**config.mk**
```make
export PLATFORM = sky130hd
export DESIGN_NAME = pic_top
export DESIGN_NICKNAME = d
export VERILOG_FILES = /design/src/common/pic_pkg.sv /design/src/pic_edge.sv /design/src/pic_top.sv
export SDC_FILE = /design/constraint.sdc
export NUM_CORES = 1
export LEC_CHECK = 0
export ABC_AREA = 1
export BUFFER_PORTS_ARGS = -buffer_cell sky130_fd_sc_hd__buf_2
export CAP_MARGIN = 15
export CORE_ASPECT_RATIO = 0.5
export CORE_UTILIZATION = 45
export CTS_CLUSTER_SIZE = 14
export DETAILED_ROUTE_END_ITERATION = 10
export HOLD_SLACK_MARGIN = 0.03
export SKIP_CTS_REPAIR_TIMING = 1
export SLEW_MARGIN = 20
export SYNTH_ARGS = -nofsm -noshare
export SYNTH_HDL_FRONTEND = slang
export SYNTH_SLANG_ARGS = --single-unit
export TNS_END_PERCENT = 100
```
**constraint.sdc**
```tcl
create_clock -name clock -period 28 [get_ports clock]
set_input_delay 1.4 -clock clock [delete_from_list [all_inputs] [get_ports clock]]
set_output_delay 1.4 -clock clock [all_outputs]
set_load 0.01 [all_outputs]
```
**src/common/pic_pkg.sv**
```systemverilog
// Purpose: Shared constants for the prioritised interrupt controller
// Assumes: 8-bit register port, 16 sources, four priority levels
// Notes:   Offsets are the register addresses on the register port
package pic_pkg;
    localparam int NUM_SRC = 16;
    localparam int IDX_W   = 4;
    localparam int LVL_W   = 2;
    localparam int VEC_W   = 16;
    localparam int SEL_W   = 3;

    // Register addresses
    localparam logic [7:0] OFF_EDGE_FLAG = 8'h88;
    localparam logic [7:0] OFF_ENABLE    = 8'hA8;
    localparam logic [7:0] OFF_PRIO_A    = 8'hB8;
    localparam logic [7:0] OFF_PRIO_B    = 8'hC0;
    localparam logic [7:0] OFF_PRIO_C    = 8'hC8;
    localparam logic [7:0] OFF_P1_EN     = 8'hD1;
    localparam logic [7:0] OFF_P1_FLAG   = 8'hD2;
    localparam logic [7:0] OFF_P2_EN     = 8'hD3;
    localparam logic [7:0] OFF_P2_FLAG   = 8'hD4;
    localparam logic [7:0] OFF_PRIO_D    = 8'hD8;

    // Enable register fields
    localparam int EN_GLOBAL   = 7;
    localparam int EN_CALENDAR = 6;
    localparam int EN_RSVD     = 5;
    localparam int EN_SERIAL1  = 4;
    localparam int EN_SPI      = 3;
    localparam int EN_LINE_B   = 2;
    localparam int EN_OVERTEMP = 1;
    localparam int EN_LINE_A   = 0;

    // Edge and flag register fields
    localparam int EF_OVERTEMP   = 5;
    localparam int EF_B_SEL_LO   = 3;
    localparam int EF_A_FLAG     = 2;
    localparam int EF_A_SEL_LO   = 0;

    // Fixed order numbers of sources whose enable lives here
    localparam int SRC_LV_OT    = 0;
    localparam int SRC_LINE_A   = 1;
    localparam int SRC_LINE_B   = 2;
    localparam int SRC_CALENDAR = 8;
    localparam int SRC_SERIAL1  = 13;
    localparam int SRC_SPI      = 14;

    // Edge select codes
    localparam logic [1:0] EDGE_RISE    = 2'h0;
    localparam logic [1:0] EDGE_FALL    = 2'h1;
    localparam int         EDGE_ANY_BIT = 1;

    // Line A source select: 0..3 are pins, this code is the comparator
    localparam logic [SEL_W-1:0] SEL_CMP = 3'h4;

    // Vectors and reset values
    localparam logic [VEC_W-1:0] VEC_RESET = 16'h0000;
    localparam logic [VEC_W-1:0] VEC_BASE  = 16'h0003;
    localparam logic [VEC_W-1:0] VEC_STEP  = 16'h0008;
    localparam logic [VEC_W-1:0] VEC_LAST  = 16'h007B;
    localparam logic [7:0]       RST_BYTE  = 8'h00;
endpackage : pic_pkg

```
**src/pic_edge.sv**
```systemverilog
// Purpose: Pin synchroniser and selectable edge detector
// Assumes: Pins are asynchronous to clock
// Notes:   A change counts once the second and third stages agree
`timescale 1ns/1ps
module pic_edge #(
    parameter int W = 1
) (
    input  wire logic                clock,
    input  wire logic                rst,
    input  wire logic [W-1:0]        raw,
    input  wire logic [1:0]          sel,
    output logic      [W-1:0]        hit
);
    import pic_pkg::*;

    logic [W-1:0] stage1;
    logic [W-1:0] stage2;
    logic [W-1:0] stage3;
    logic [W-1:0] level;
    logic         primed;
    logic [W-1:0] agree;
    logic [W-1:0] rise;
    logic [W-1:0] fall;

    ////////////////////////////////////////////////////////////////////
    // Three-stage synchroniser
    always_ff @(posedge clock or posedge rst) begin
        if (rst) begin
            stage1 <= '0;
            stage2 <= '0;
            stage3 <= '0;
        end else begin
            stage1 <= raw;
            stage2 <= stage1;
            stage3 <= stage2;
        end
    end

    // Filtered level; the first cycle after reset only loads it, so no false edge
    always_ff @(posedge clock or posedge rst) begin
        if (rst) begin
            level  <= '0;
            primed <= 1'b0;
        end else begin
            primed <= 1'b1;
            level  <= primed ? ((level & ~agree) | (stage3 & agree)) : stage3;
        end
    end

    // Qualifying edges, one cycle each
    always_comb begin
        agree = ~(stage2 ^ stage3);
        rise  = primed ? (agree & stage3 & ~level) : '0;
        fall  = primed ? (agree & ~stage3 & level) : '0;
        if (sel[EDGE_ANY_BIT]) begin
            hit = rise | fall;
        end else if (sel == EDGE_FALL) begin
            hit = fall;
        end else begin
            hit = rise;
        end
    end
endmodule : pic_edge

```
**src/pic_top.sv**
```systemverilog
// Purpose: Sixteen-source vectored interrupt controller with pin lines
// Assumes: CPU pulses irq_ack to take a request and irq_return at handler end
// Notes:   Request, level and vector are registered; one cycle of latency
//
// Strobed register access was chosen for this implementation.
`timescale 1ns/1ps
module pic_top (
    input  wire logic                         clock,
    input  wire logic                         rst,
    input  wire logic [7:0]                   reg_addr,
    input  wire logic [7:0]                   reg_wdata,
    input  wire logic                         reg_write,
    input  wire logic                         reg_read,
    output logic      [7:0]                   reg_rdata,
    input  wire logic [pic_pkg::NUM_SRC-1:0]  periph_req,
    input  wire logic                         lowvolt_req,
    input  wire logic                         overtemp_event,
    input  wire logic                         calendar_flag,
    input  wire logic                         serial_port1_flag,
    input  wire logic                         serial_periph_flag,
    input  wire logic [3:0]                   pin_line_a_pins,
    input  wire logic                         comparator_four_output,
    input  wire logic [pic_pkg::SEL_W-1:0]    pin_line_a_source_sel,
    input  wire logic [7:0]                   port1_pins,
    input  wire logic [7:0]                   port2_pins,
    output logic                              irq_req,
    output logic      [pic_pkg::LVL_W-1:0]    irq_level,
    output logic      [pic_pkg::VEC_W-1:0]    irq_vector,
    input  wire logic                         irq_ack,
    input  wire logic                         irq_return
);
    import pic_pkg::*;

    ////////////////////////////////////////////////////////////////////
    // Helper functions

    // Winner: highest level, then smallest order number
    function automatic logic [IDX_W+LVL_W:0] pick(input logic [NUM_SRC-1:0] req,
                                                  input logic [2*NUM_SRC-1:0] prio);
        logic             found;
        logic [IDX_W-1:0] idx;
        logic [LVL_W-1:0] lvl;
        found = 1'b0;
        idx   = '0;
        lvl   = '0;
        for (int i = NUM_SRC - 1; i >= 0; i--) begin
            if (req[i] && (!found || prio[2*i +: LVL_W] >= lvl)) begin
                found = 1'b1;
                idx   = IDX_W'(i);
                lvl   = prio[2*i +: LVL_W];
            end
        end
        return {found, idx, lvl};
    endfunction : pick

    // Highest level in service
    function automatic logic [LVL_W:0] top_level(input logic [3:0] isr);
        logic [LVL_W:0] res;
        res = '0;
        for (int l = 0; l < 4; l++) begin
            if (isr[l]) begin
                res = {1'b1, LVL_W'(l)};
            end
        end
        return res;
    endfunction : top_level

    // Entry address for a fixed order number
    function automatic logic [VEC_W-1:0] vec_of(input logic [IDX_W-1:0] idx);
        return VEC_W'(VEC_BASE + VEC_W'(idx) * VEC_STEP);
    endfunction : vec_of

    ////////////////////////////////////////////////////////////////////
    // State

    logic [7:0]           en_reg;
    logic [2*NUM_SRC-1:0] prio_bits;
    logic                 overtemp_flag;
    logic                 pin_line_a_flag;
    logic [1:0]           pin_line_a_edge_sel;
    logic [1:0]           pin_line_b_edge_sel;
    logic [15:0]          pin_flags;
    logic [15:0]          pin_enables;
    logic [3:0]           in_service;
    logic [IDX_W-1:0]     irq_src;
    logic [NUM_SRC-1:0]   prev_req;

    logic                 global_irq_gate;
    logic                 pin_line_a_enable;
    logic                 pin_line_b_enable;
    logic                 line_a_raw;
    logic                 line_a_hit;
    logic [15:0]          line_b_hit;
    logic                 wr_edge;
    logic                 wr_en;
    logic                 wr_p1_en;
    logic                 wr_p1_flag;
    logic                 wr_p2_en;
    logic                 wr_p2_flag;
    logic [3:0]           wr_prio;
    logic [7:0]           next_rdata;
    logic [NUM_SRC-1:0]   live_req;
    logic [NUM_SRC-1:0]   gated_req;
    logic [IDX_W+LVL_W:0] win;
    logic [LVL_W:0]       cur;
    logic                 take_ok;
    logic [3:0]           next_in_service;
    logic [15:0]          pin_clear;
    logic                 rank_fault;

    assign global_irq_gate   = en_reg[EN_GLOBAL];
    assign pin_line_a_enable = en_reg[EN_LINE_A];
    assign pin_line_b_enable = en_reg[EN_LINE_B];

    ////////////////////////////////////////////////////////////////////
    // Pin lines

    // Line A trigger source selection
    always_comb begin
        if (pin_line_a_source_sel == SEL_CMP) begin
            line_a_raw = comparator_four_output;
        end else if (pin_line_a_source_sel < SEL_CMP) begin
            line_a_raw = pin_line_a_pins[pin_line_a_source_sel[1:0]];
        end else begin
            line_a_raw = 1'b0;
        end
    end

    // Synchronised edge detection on both lines
    pic_edge #(.W(1)) u_edge_a (
        .clock (clock),
        .rst   (rst),
        .raw   (line_a_raw),
        .sel   (pin_line_a_edge_sel),
        .hit   (line_a_hit)
    );

    pic_edge #(.W(16)) u_edge_b (
        .clock (clock),
        .rst   (rst),
        .raw   ({port2_pins, port1_pins}),
        .sel   (pin_line_b_edge_sel),
        .hit   (line_b_hit)
    );

    ////////////////////////////////////////////////////////////////////
    // Register port decode and read data

    always_comb begin
        wr_edge    = 1'b0;
        wr_en      = 1'b0;
        wr_p1_en   = 1'b0;
        wr_p1_flag = 1'b0;
        wr_p2_en   = 1'b0;
        wr_p2_flag = 1'b0;
        wr_prio    = '0;
        next_rdata = RST_BYTE;
        if (reg_addr == OFF_EDGE_FLAG) begin
            wr_edge    = reg_write;
            next_rdata = {2'h0, overtemp_flag, pin_line_b_edge_sel,
                          pin_line_a_flag, pin_line_a_edge_sel};
        end else if (reg_addr == OFF_ENABLE) begin
            wr_en      = reg_write;
            next_rdata = en_reg;
        end else if (reg_addr == OFF_PRIO_A) begin
            wr_prio[0] = reg_write;
            next_rdata = prio_bits[7:0];
        end else if (reg_addr == OFF_PRIO_B) begin
            wr_prio[1] = reg_write;
            next_rdata = prio_bits[15:8];
        end else if (reg_addr == OFF_PRIO_C) begin
            wr_prio[2] = reg_write;
            next_rdata = prio_bits[23:16];
        end else if (reg_addr == OFF_PRIO_D) begin
            wr_prio[3] = reg_write;
            next_rdata = prio_bits[31:24];
        end else if (reg_addr == OFF_P1_EN) begin
            wr_p1_en   = reg_write;
            next_rdata = pin_enables[7:0];
        end else if (reg_addr == OFF_P1_FLAG) begin
            wr_p1_flag = reg_write;
            next_rdata = pin_flags[7:0];
        end else if (reg_addr == OFF_P2_EN) begin
            wr_p2_en   = reg_write;
            next_rdata = pin_enables[15:8];
        end else if (reg_addr == OFF_P2_FLAG) begin
            wr_p2_flag = reg_write;
            next_rdata = pin_flags[15:8];
        end
    end

    // Read data stands in the cycle after the read strobe only
    always_ff @(posedge clock or posedge rst) begin
        if (rst) begin
            reg_rdata <= RST_BYTE;
        end else begin
            reg_rdata <= reg_read ? next_rdata : RST_BYTE;
        end
    end

    // Enable register; reserved bit kept at zero
    always_ff @(posedge clock or posedge rst) begin
        if (rst) begin
            en_reg <= RST_BYTE;
        end else if (wr_en) begin
            en_reg           <= reg_wdata;
            en_reg[EN_RSVD]  <= 1'b0;
        end
    end

    // Priority fields, two bits per source in order number sequence
    always_ff @(posedge clock or posedge rst) begin
        if (rst) begin
            prio_bits <= '0;
        end else begin
            for (int g = 0; g < 4; g++) begin
                if (wr_prio[g]) begin
                    prio_bits[8*g +: 8] <= reg_wdata;
                end
            end
        end
    end

    // Edge selects
    always_ff @(posedge clock or posedge rst) begin
        if (rst) begin
            pin_line_a_edge_sel <= EDGE_RISE;
            pin_line_b_edge_sel <= EDGE_RISE;
        end else if (wr_edge) begin
            pin_line_a_edge_sel <= reg_wdata[EF_A_SEL_LO +: 2];
            pin_line_b_edge_sel <= reg_wdata[EF_B_SEL_LO +: 2];
        end
    end

    // Hardware-set flags: set wins over a clearing write of 0
    always_ff @(posedge clock or posedge rst) begin
        if (rst) begin
            overtemp_flag   <= 1'b0;
            pin_line_a_flag <= 1'b0;
        end else begin
            overtemp_flag   <= overtemp_event |
                (overtemp_flag & ~(wr_edge & ~reg_wdata[EF_OVERTEMP]));
            pin_line_a_flag <= line_a_hit |
                (pin_line_a_flag & ~(wr_edge & ~reg_wdata[EF_A_FLAG]));
        end
    end

    // Per-pin flags of line B, cleared by writing 0
    assign pin_clear = {wr_p2_flag ? ~reg_wdata : RST_BYTE,
                        wr_p1_flag ? ~reg_wdata : RST_BYTE};

    always_ff @(posedge clock or posedge rst) begin
        if (rst) begin
            pin_flags <= '0;
        end else begin
            pin_flags <= (pin_flags & ~pin_clear) | line_b_hit;
        end
    end

    // Per-pin enables of line B
    always_ff @(posedge clock or posedge rst) begin
        if (rst) begin
            pin_enables <= '0;
        end else begin
            if (wr_p1_en) begin
                pin_enables[7:0] <= reg_wdata;
            end
            if (wr_p2_en) begin
                pin_enables[15:8] <= reg_wdata;
            end
        end
    end

    ////////////////////////////////////////////////////////////////////
    // Source requests and arbitration

    // Flags stay pending; only the request is gated by the enables
    always_comb begin
        live_req = periph_req;
        live_req[SRC_LV_OT]    = lowvolt_req |
                                 (en_reg[EN_OVERTEMP] & overtemp_flag);
        live_req[SRC_LINE_A]   = pin_line_a_enable & pin_line_a_flag;
        live_req[SRC_LINE_B]   = pin_line_b_enable & |(pin_flags & pin_enables);
        live_req[SRC_CALENDAR] = periph_req[SRC_CALENDAR] |
                                 (en_reg[EN_CALENDAR] & calendar_flag);
        live_req[SRC_SERIAL1]  = periph_req[SRC_SERIAL1] |
                                 (en_reg[EN_SERIAL1] & serial_port1_flag);
        live_req[SRC_SPI]      = periph_req[SRC_SPI] |
                                 (en_reg[EN_SPI] & serial_periph_flag);
        gated_req = global_irq_gate ? live_req : '0;
    end

    assign win     = pick(gated_req, prio_bits);
    assign cur     = top_level(in_service);
    // Only a strictly higher level may interrupt the running handler
    assign take_ok = win[IDX_W+LVL_W] &&
                     (!cur[LVL_W] || win[LVL_W-1:0] > cur[LVL_W-1:0]);

    // Registered request, level and vector; request dropped in the cycle after the ack cycle
    always_ff @(posedge clock or posedge rst) begin
        if (rst) begin
            irq_req    <= 1'b0;
            irq_level  <= '0;
            irq_src    <= '0;
            irq_vector <= VEC_RESET;
        end else begin
            irq_req    <= take_ok && !irq_ack;
            irq_level  <= win[LVL_W-1:0];
            irq_src    <= win[IDX_W+LVL_W-1:LVL_W];
            irq_vector <= take_ok ? vec_of(win[IDX_W+LVL_W-1:LVL_W]) : VEC_RESET;
        end
    end

    // In-service levels: return pops the highest, ack pushes the new one
    always_comb begin
        next_in_service = in_service;
        if (irq_return && cur[LVL_W]) begin
            next_in_service[cur[LVL_W-1:0]] = 1'b0;
        end
        if (irq_ack && irq_req) begin
            next_in_service[irq_level] = 1'b1;
        end
    end

    always_ff @(posedge clock or posedge rst) begin
        if (rst) begin
            in_service <= '0;
            prev_req   <= '0;
        end else begin
            in_service <= next_in_service;
            prev_req   <= gated_req;
        end
    end

    ////////////////////////////////////////////////////////////////////
    // Checks

    gate_off_blocks_a: assert property (
        @(posedge clock) disable iff (rst)
        !global_irq_gate |=> !irq_req)
        else $error("request raised with the global gate off");

    vector_shape_a: assert property (
        @(posedge clock) disable iff (rst)
        irq_req |-> (irq_vector[2:0] == VEC_BASE[2:0]) && (irq_vector <= VEC_LAST))
        else $error("request vector off the entry grid");

    equal_level_hold_a: assert property (
        @(posedge clock) disable iff (rst)
        irq_req && cur[LVL_W] |-> irq_level > cur[LVL_W-1:0])
        else $error("request does not outrank handler in service");

    // Arbitration check: every request passed over must rank below the winner
    always_comb begin
        rank_fault = 1'b0;
        for (int j = 0; j < NUM_SRC; j++) begin
            if (prev_req[j] && (prio_bits[2*j +: LVL_W] > irq_level ||
                (prio_bits[2*j +: LVL_W] == irq_level && IDX_W'(j) < irq_src))) begin
                rank_fault = 1'b1;
            end
        end
    end

    tie_break_order_a: assert property (
        @(posedge clock) disable iff (rst)
        irq_req |-> !rank_fault)
        else $error("winner does not outrank every other request");

    overtemp_set_wins_a: assert property (
        @(posedge clock) disable iff (rst)
        overtemp_event |=> overtemp_flag)
        else $error("overtemp event lost");

    line_a_flag_hold_a: assert property (
        @(posedge clock) disable iff (rst)
        pin_line_a_flag && !wr_edge |=> pin_line_a_flag)
        else $error("line A flag dropped without a write");

    pending_taken_a: assert property (
        @(posedge clock) disable iff (rst)
        (gated_req != '0) && !cur[LVL_W] && !irq_ack |=> irq_req)
        else $error("pending enabled request not presented");

    ack_pushes_level_a: assert property (
        @(posedge clock) disable iff (rst)
        irq_ack && irq_req && !irq_return |=> cur[LVL_W] && cur[LVL_W-1:0] == $past(irq_level))
        else $error("taken request not marked in service");

    reserved_bit_zero_a: assert property (
        @(posedge clock) disable iff (rst)
        reg_read && reg_addr == OFF_ENABLE |=> !reg_rdata[EN_RSVD])
        else $error("reserved enable bit reads as one");
endmodule : pic_top

```
==> impl_metrics.py, run 1 <==
metrics = {
    "critical_path": {
        "critPathArrivalTime_ns": 17.00,
        "worstPathRequired_ns": 28.36,
        "cp-startpoint": "periph_req[15]",
        "reg2regPathDepth": 130,
        "crit_fanout": 7,
        "endpoint": "irq_vector[6]",
        "r2r-end": "irq_vector[6]",
        "path_class": "input port to flip-flop",
        "cpMostUsedCell": "nand2_1",
        "setup.worst_path.start_class": "input port",
        "endpoint_kind": "flip-flop",
        "r2r_slack_ns": 11.78,
        "cp_slowest_cell": "ha_1",
        "reg2reg_from": "en_reg[7]",
        "cpPeakStageDelay_ns": 0.30,
    },
    "detailed_routing": {
        "wl_per_cell_um": 15.5,
        "dr_total_vias": 7215,
        "first_pass_iters": 5,
        "vias_per_cell": 5.21,
        "drtIter0Drc": 475,
        "routed_wl_um": 21500,
        "antenna_left": 0,
        "drc_errors": 0,
    },
    "floorplan": {
        "die_width_um": 201,
        "io_pins": 94,
        "core_um2": 18800,
        "start_util": 0.471,
        "die_h_um": 101,
        "dieArea_um2": 20300,
        "rows": 35,
    },
    "sta": {
        "finalSetupViolations": 0,
        "tightest_slew_ns": 0.984,
        "fin_tns_setup_ns": 0,
        "hold_ws_ns": 0.346,
        "slew_headroom": 0.339,
        "period_needed_ns": 16.64,
        "fin_ws_ns": 11.36,
        "rsz0062_at_grt": "no",
        "hold_viol": 0,
        "slew_violations": 0,
        "period_share": 0.594,
        "fmax_ghz": 0.0601,
        "skew_ns": 0.00841,
    },
    "hold_path": {
        "hp-start": "u_edge_b.stage1[13]",
        "worstHoldPathType": "flip-flop to flip-flop",
    },
    "clock_network": {
        "cts.sinks": 166,
        "cts_buffers": 17,
        "cts_buffer_depth": 2,
        "path_clk_slew_ns": 0.07,
        "cts_tree": "done",
        "h-tree-depth": 4,
        "ctsRootBufferMaster": "clkbuf_16",
        "clock_latency_ns": 0.44,
    },
    "grt": {
        "grt_max_degree": 92,
        "grt_usage": 0.220,
        "grt_pass1_wl_um": 34800,
        "antenna_found_initial": 0,
        "overflow": 0,
        "grt_pass1_vias": 6856,
    },
    "synth": {
        "ys_warn_count": 0,
        "ys_types": 40,
        "synth_edf_count": 0,
        "ys_top_cells_by_area": "dfrtp_1 47%, nand2_1 8.2%, ha_1 8.0%, inv_1 7.1%, o21ai_0 6.5%",
        "synth_top_cell_area_share": 0.468,
        "synth_area_um2": 8880,
        "ys_ff_latch": 166,
        "synthArstFlopShare": 1.00,
        "syn_avg_cell_area_um2": 8.64,
        "ys.flop_type": "dfrtp_1",
        "postSynthCellCount": 1027,
        "synth_common_cells": "193 x nand2_1, 168 x inv_1, 166 x dfrtp_1",
        "seq_area_frac_synth": 0.468,
        "synth_most_common_cell": "nand2_1",
        "yosys.area.top_type": "dfrtp_1",
    },
    "finish": {
        "n_antenna_cell": 0,
        "area_delta_synth_final_pct": 13.7,
        "finalNonFillerCells": 1384,
        "nets": 1236,
        "drive_above_1_share": 0.152,
    },
    "power_and_ir_drop": {
        "power.density_nw_per_um2": 54.9,
        "ir_drop_v": 0.0000485,
        "static-leakage-power_nw": 5.08,
    },
    "place": {
        "dp_slack_ns": 11.02,
        "placed_cells": 1352,
        "place_congestion": 0.882,
        "io_buffers": 80,
        "dp_hpwl_um": 15700,
    },
    "job": {
        "drv_cap": 0,
    },
    "run_status": {
        "status": "completed",
    },
}
-- worst min path at each step --
stage	endpoint	slack, ns	cells after the start
2_1_floorplan	u_edge_a.stage2	0.33	0
3_3_place_gp	u_edge_b.stage2[11]	0.33	0
3_5_place_dp	u_edge_b.stage2[13]	0.33	0
4_1_cts	u_edge_b.stage2[13]	0.35	0
5_1_grt	u_edge_b.stage2[13]	0.35	0
6_report	u_edge_b.stage2[13]	0.35	0
-- placed cells by master (no fill, tap or decap), types with 2 or more instances in the layout --
master / Yosys / final
nor4_1: 6 / 6
a22o_1: 3 / 3
a31oi_1: 20 / 20
clkinvlp_4: 0 / 4
nand3b_1: 2 / 2
nand2_1: 193 / 193
conb_1: 2 / 11
nand2_4: 17 / 17
nor3b_2: 2 / 2
nand4_1: 4 / 4
o21ai_0: 116 / 116
a311oi_1: 7 / 7
o31ai_1: 16 / 16
ha_1: 57 / 57
nor2_1: 31 / 31
nand2_2: 17 / 17
nand3_2: 13 / 13
inv_1: 168 / 167
nor3_1: 5 / 5
o221ai_1: 7 / 7
inv_2: 2 / 2
o211ai_1: 3 / 3
inv_8: 0 / 3
o22ai_1: 13 / 13
and2_1: 2 / 2
dfrtp_1: 166 / 166
a21oi_1: 65 / 65
a221oi_1: 9 / 9
buf_4: 11 / 6
inv_6: 0 / 7
buf_2: 0 / 80
a21boi_0: 16 / 16
nand3_1: 28 / 28
clkbuf_16: 0 / 17
-- where the power goes --
group / internal [mW] / total (mW) / leakage [nW] / switching (mW)
registers: 0.252 / 0.261 / 2.06 / 0.00891
clock network: 0.118 / 0.228 / 0.263 / 0.111
logic: 0.0230 / 0.0642 / 2.76 / 0.0412
total: 0.393 / 0.554 / 5.08 / 0.161
-- cell families after synthesis --
logic type      synth area share
buf+inv                   0.0901
flops                      0.468
compound gates             0.184
fa+ha+maj                 0.0803
simple gates               0.177
other cells             0.000846
-- through the flow --
stage / instance area, um2 / power [mW] / util
floorplan: 8910 / 0.309 / -
global placement: 9530 / 0.328 / 0.506
detailed placement: 9530 / 0.330 / 0.506
CTS: 10100 / 0.557 / 0.536
global route: 10100 / 0.579 / 0.536
finish: 10100 / 0.554 / 0.536
-- worst max-delay path, delay by kind of cell --
kind / cells / cell delay [ns]
AND/OR/NAND/NOR: 70 / 6.41
AO/OA/AOI/OAI: 27 / 3.52
buffers and inverters: 18 / 1.18
adder cells (fa/ha/maj): 16 / 4.45
-- routing by layer --
| metal | wire length [um] | GRT usage | up-vias | share of wire |
|---|---|---|---|---|
| li1 | - | - | 3583 | - |
| met1 | 10600 | 0.304 | 3437 | 0.49 |
| met2 | 9540 | 0.352 | 160 | 0.44 |
| met3 | 914 | 0.0421 | 35 | 0.043 |
| met4 | 414 | 0.0746 | 0 | 0.019 |
| met5 | 0 | 0 | - | 0 |
-- final cells by class --
type                       count  area, um2
fill                        1758       8740
sequential                   166       4150
multi-input combinational    670       3960
inverter                     171        647
timing repair buffer          86        445
clock buffer                  18        429
tap                          259        324
clock inverter                14        133
Note: power is estimated with default switching activity, not from simulation.
==> inputs of run 2 (changes only) <==
Settings changed: ABC_AREA 1 to 0.
Clock period 28 ns to 15.35 ns, I/O delays scaled along.
==> run 2 against run 1 <==
  * The run now ends with setup timing left
  * Sequential share of layout area decreased by 5.5 points
  * Non-clock buffer count increased by 99
  * Hold slack got worse by 0.0032 ns
  * Setup slack got worse by 14 ns
  * Global-route usage increased by 1.5 points
  * First-iteration DRC count decreased by 9.7%
  * Critical endpoint unchanged
==> impl_metrics.py, run 2 <==
metrics = {
    "synth": {
        "synth_common_cells": "166 x dfrtp_1, 116 x nand2_1, 79 x mux2_2",
        "ys.flop_type": "dfrtp_1",
        "ys_top_cells_by_area": "dfrtp_1 46%, mux2_2 9.8%, ha_1 7.8%, nand2_1 4.8%, inv_1 2.6%",
        "synth_top_cell_area_share": 0.457,
        "synth_area_um2": 9090,
        "yosys.area.top_type": "dfrtp_1",
        "postSynthCellCount": 875,
        "synth_edf_count": 0,
        "seq_area_frac_synth": 0.457,
        "ys_warn_count": 0,
        "synth_most_common_cell": "dfrtp_1",
        "synthArstFlopShare": 1.00,
        "ys_types": 85,
        "syn_avg_cell_area_um2": 10.4,
        "ys_ff_latch": 166,
    },
    "grt": {
        "antenna_found_initial": 0,
        "overflow": 0,
        "grt_max_degree": 103,
        "grt_pass1_vias": 7048,
        "grt_usage": 0.235,
        "grt_pass1_wl_um": 37500,
    },
    "critical_path": {
        "reg2regPathDepth": 102,
        "path_class": "input port to flip-flop",
        "worstPathRequired_ns": 15.71,
        "cp-startpoint": "periph_req[15]",
        "r2r-end": "irq_vector[6]",
        "cpPeakStageDelay_ns": 0.45,
        "setup.worst_path.start_class": "input port",
        "crit_fanout": 5,
        "cpMostUsedCell": "nand2b_4",
        "critPathArrivalTime_ns": 18.46,
        "cp_slowest_cell": "a2111o_1",
        "r2r_slack_ns": -2.73,
        "reg2reg_from": "en_reg[7]",
        "endpoint_kind": "flip-flop",
    },
    "hold_path": {
        "min_path_cells": 0,
        "hold_end": "u_edge_b.stage2[6]",
        "worstHoldPathType": "flip-flop to flip-flop",
        "hp-start": "u_edge_b.stage1[6]",
    },
    "detailed_routing": {
        "wl_met3_um": 954,
        "routed_wl_um": 23900,
        "antenna_left": 0,
        "wl_per_cell_um": 18.0,
        "wl_met2_um": 11100,
        "dr_total_vias": 7312,
        "drc_errors": 0,
        "drt-met1-wl_um": 11500,
        "highest_layer": "met4",
        "vias_per_cell": 5.49,
        "drtIter0Drc": 429,
        "first_pass_iters": 5,
    },
    "finish": {
        "n_antenna_cell": 0,
        "drive_above_1_share": 0.381,
        "area_delta_synth_final_pct": 27.9,
        "nets": 1177,
        "finalNonFillerCells": 1332,
        "final_common_cell": "dfrtp_1",
        "layout_common_cells": "166 x dfrtp_1, 114 x nand2_1, 104 x buf_4",
    },
    "sta": {
        "slew_headroom": 0.301,
        "hold_ws_ns": 0.342,
        "fmax_ghz": 0.0552,
        "tightest_slew_ns": 1.04,
        "finalSetupViolations": 8,
        "period_needed_ns": 18.10,
        "slew_violations": 0,
        "fin_ws_ns": -2.75,
        "hold_viol": 0,
        "rsz0062_at_grt": "yes",
        "period_share": 1.18,
        "skew_ns": 0.00898,
    },
    "clock_network": {
        "clock_latency_ns": 0.43,
        "cts_buffer_depth": 2,
        "cts_tree": "done",
        "path_clk_slew_ns": 0.07,
        "cts.sinks": 166,
        "h-tree-depth": 4,
        "ctsRootBufferMaster": "clkbuf_16",
        "cts_buffers": 17,
    },
    "power_and_ir_drop": {
        "power.density_nw_per_um2": 89.7,
        "static-leakage-power_nw": 5.41,
        "ir_drop_v": 0.0000757,
    },
    "floorplan": {
        "start_util": 0.463,
        "dieArea_um2": 20800,
        "die_h_um": 103,
        "rows": 36,
        "core_um2": 19600,
        "io_pins": 94,
        "die_width_um": 203,
    },
    "run_status": {
        "failed_checks": "setup timing",
        "status": "complete, but fails checks",
    },
    "job": {
        "drv_cap": 0,
    },
    "place": {
        "placed_cells": 1281,
        "dp_hpwl_um": 17100,
        "io_buffers": 80,
        "place_congestion": 0.899,
    },
}
==> run 2: changes by cell type after synthesis, moves of 16 or more <==
cell and change:
a21boi_0 -16, nand2_1 -77, o21ai_0 -83, a21oi_1 -29
mux2_2 +79, nand3_1 -17, inv_1 -104, nand2b_1 +23
a31oi_1 -17, nand2_2 -16, nand2_4 -17
==> run 2: how the worst max path moves through the flow <==
stage               endpoint  slack (ns)  cells past startpoint
2_1_floorplan  irq_vector[6]       -3.19                    104
3_3_place_gp   irq_vector[6]       -2.81                    102
3_5_place_dp   irq_vector[6]       -3.35                    102
4_1_cts        irq_vector[6]       -3.01                    101
5_1_grt        irq_vector[6]       -3.59                    104
6_report       irq_vector[6]       -2.75                    103
==> run 2: area by class of cell <==
| cell class | count | area [um2] |
|---|---|---|
| clock buffers | 20 | 447 |
| clock inverters | 12 | 116 |
| fillers | 1672 | 8010 |
| inverters | 64 | 245 |
| multi-input cells | 619 | 5120 |
| flip-flops and latches | 166 | 4150 |
| well taps | 266 | 333 |
| repair buffers | 185 | 1210 |
==> run 2: through the flow <==
step	total power [mW]	TNS (ns)	setup slack, ns	instance area, um2	utilization
after floorplan	0.573	-23.21	-3.19	9540	-
after global placement	0.621	-20.17	-2.81	10700	0.546
after detailed placement	0.625	-24.46	-3.35	10700	0.546
after CTS	1.04	-21.84	-3.01	11300	0.575
after global routing	1.09	-26.73	-3.59	11600	0.592
final	1.04	-20.07	-2.75	11600	0.592
==> run 2: routing by layer <==
metal,vias to the layer above,GRT usage
met5,-,0
met4,0,0.0682
met3,24,0.0439
met2,161,0.377
met1,3645,0.330
li1,3482,-
==> run 2: cells by family (layout without fill, tap and decap cells) <==
group,Yosys count,in the layout,share of synthesized area
AOI/OAI and AO/OA,204,204,0.173
other,2,11,0.000826
adders and majority gates,61,61,0.0831
buffers and inverters,99,281,0.0454
and+or+nand+nor,260,260,0.138
DFF,166,166,0.457
muxes,81,81,0.101
xor gates and xnor gates,2,2,0.00193
==> run 2: report_power, final <==
| group | internal (mW) | switching (mW) |
|---|---|---|
| clock | 0.231 | 0.184 |
| sequential | 0.459 | 0.0197 |
| combinational | 0.0726 | 0.0772 |
| total | 0.763 | 0.281 |
==> run 2: worst max-delay path, delay by kind of cell <==
kind,cells,cell delay [ns]
and+or+nand+nor,37,4.83
buffers and inverters,3,0.26
AOI/OAI and AO/OA,43,7.23
adders and majority gates,18,4.81
muxes,2,0.59
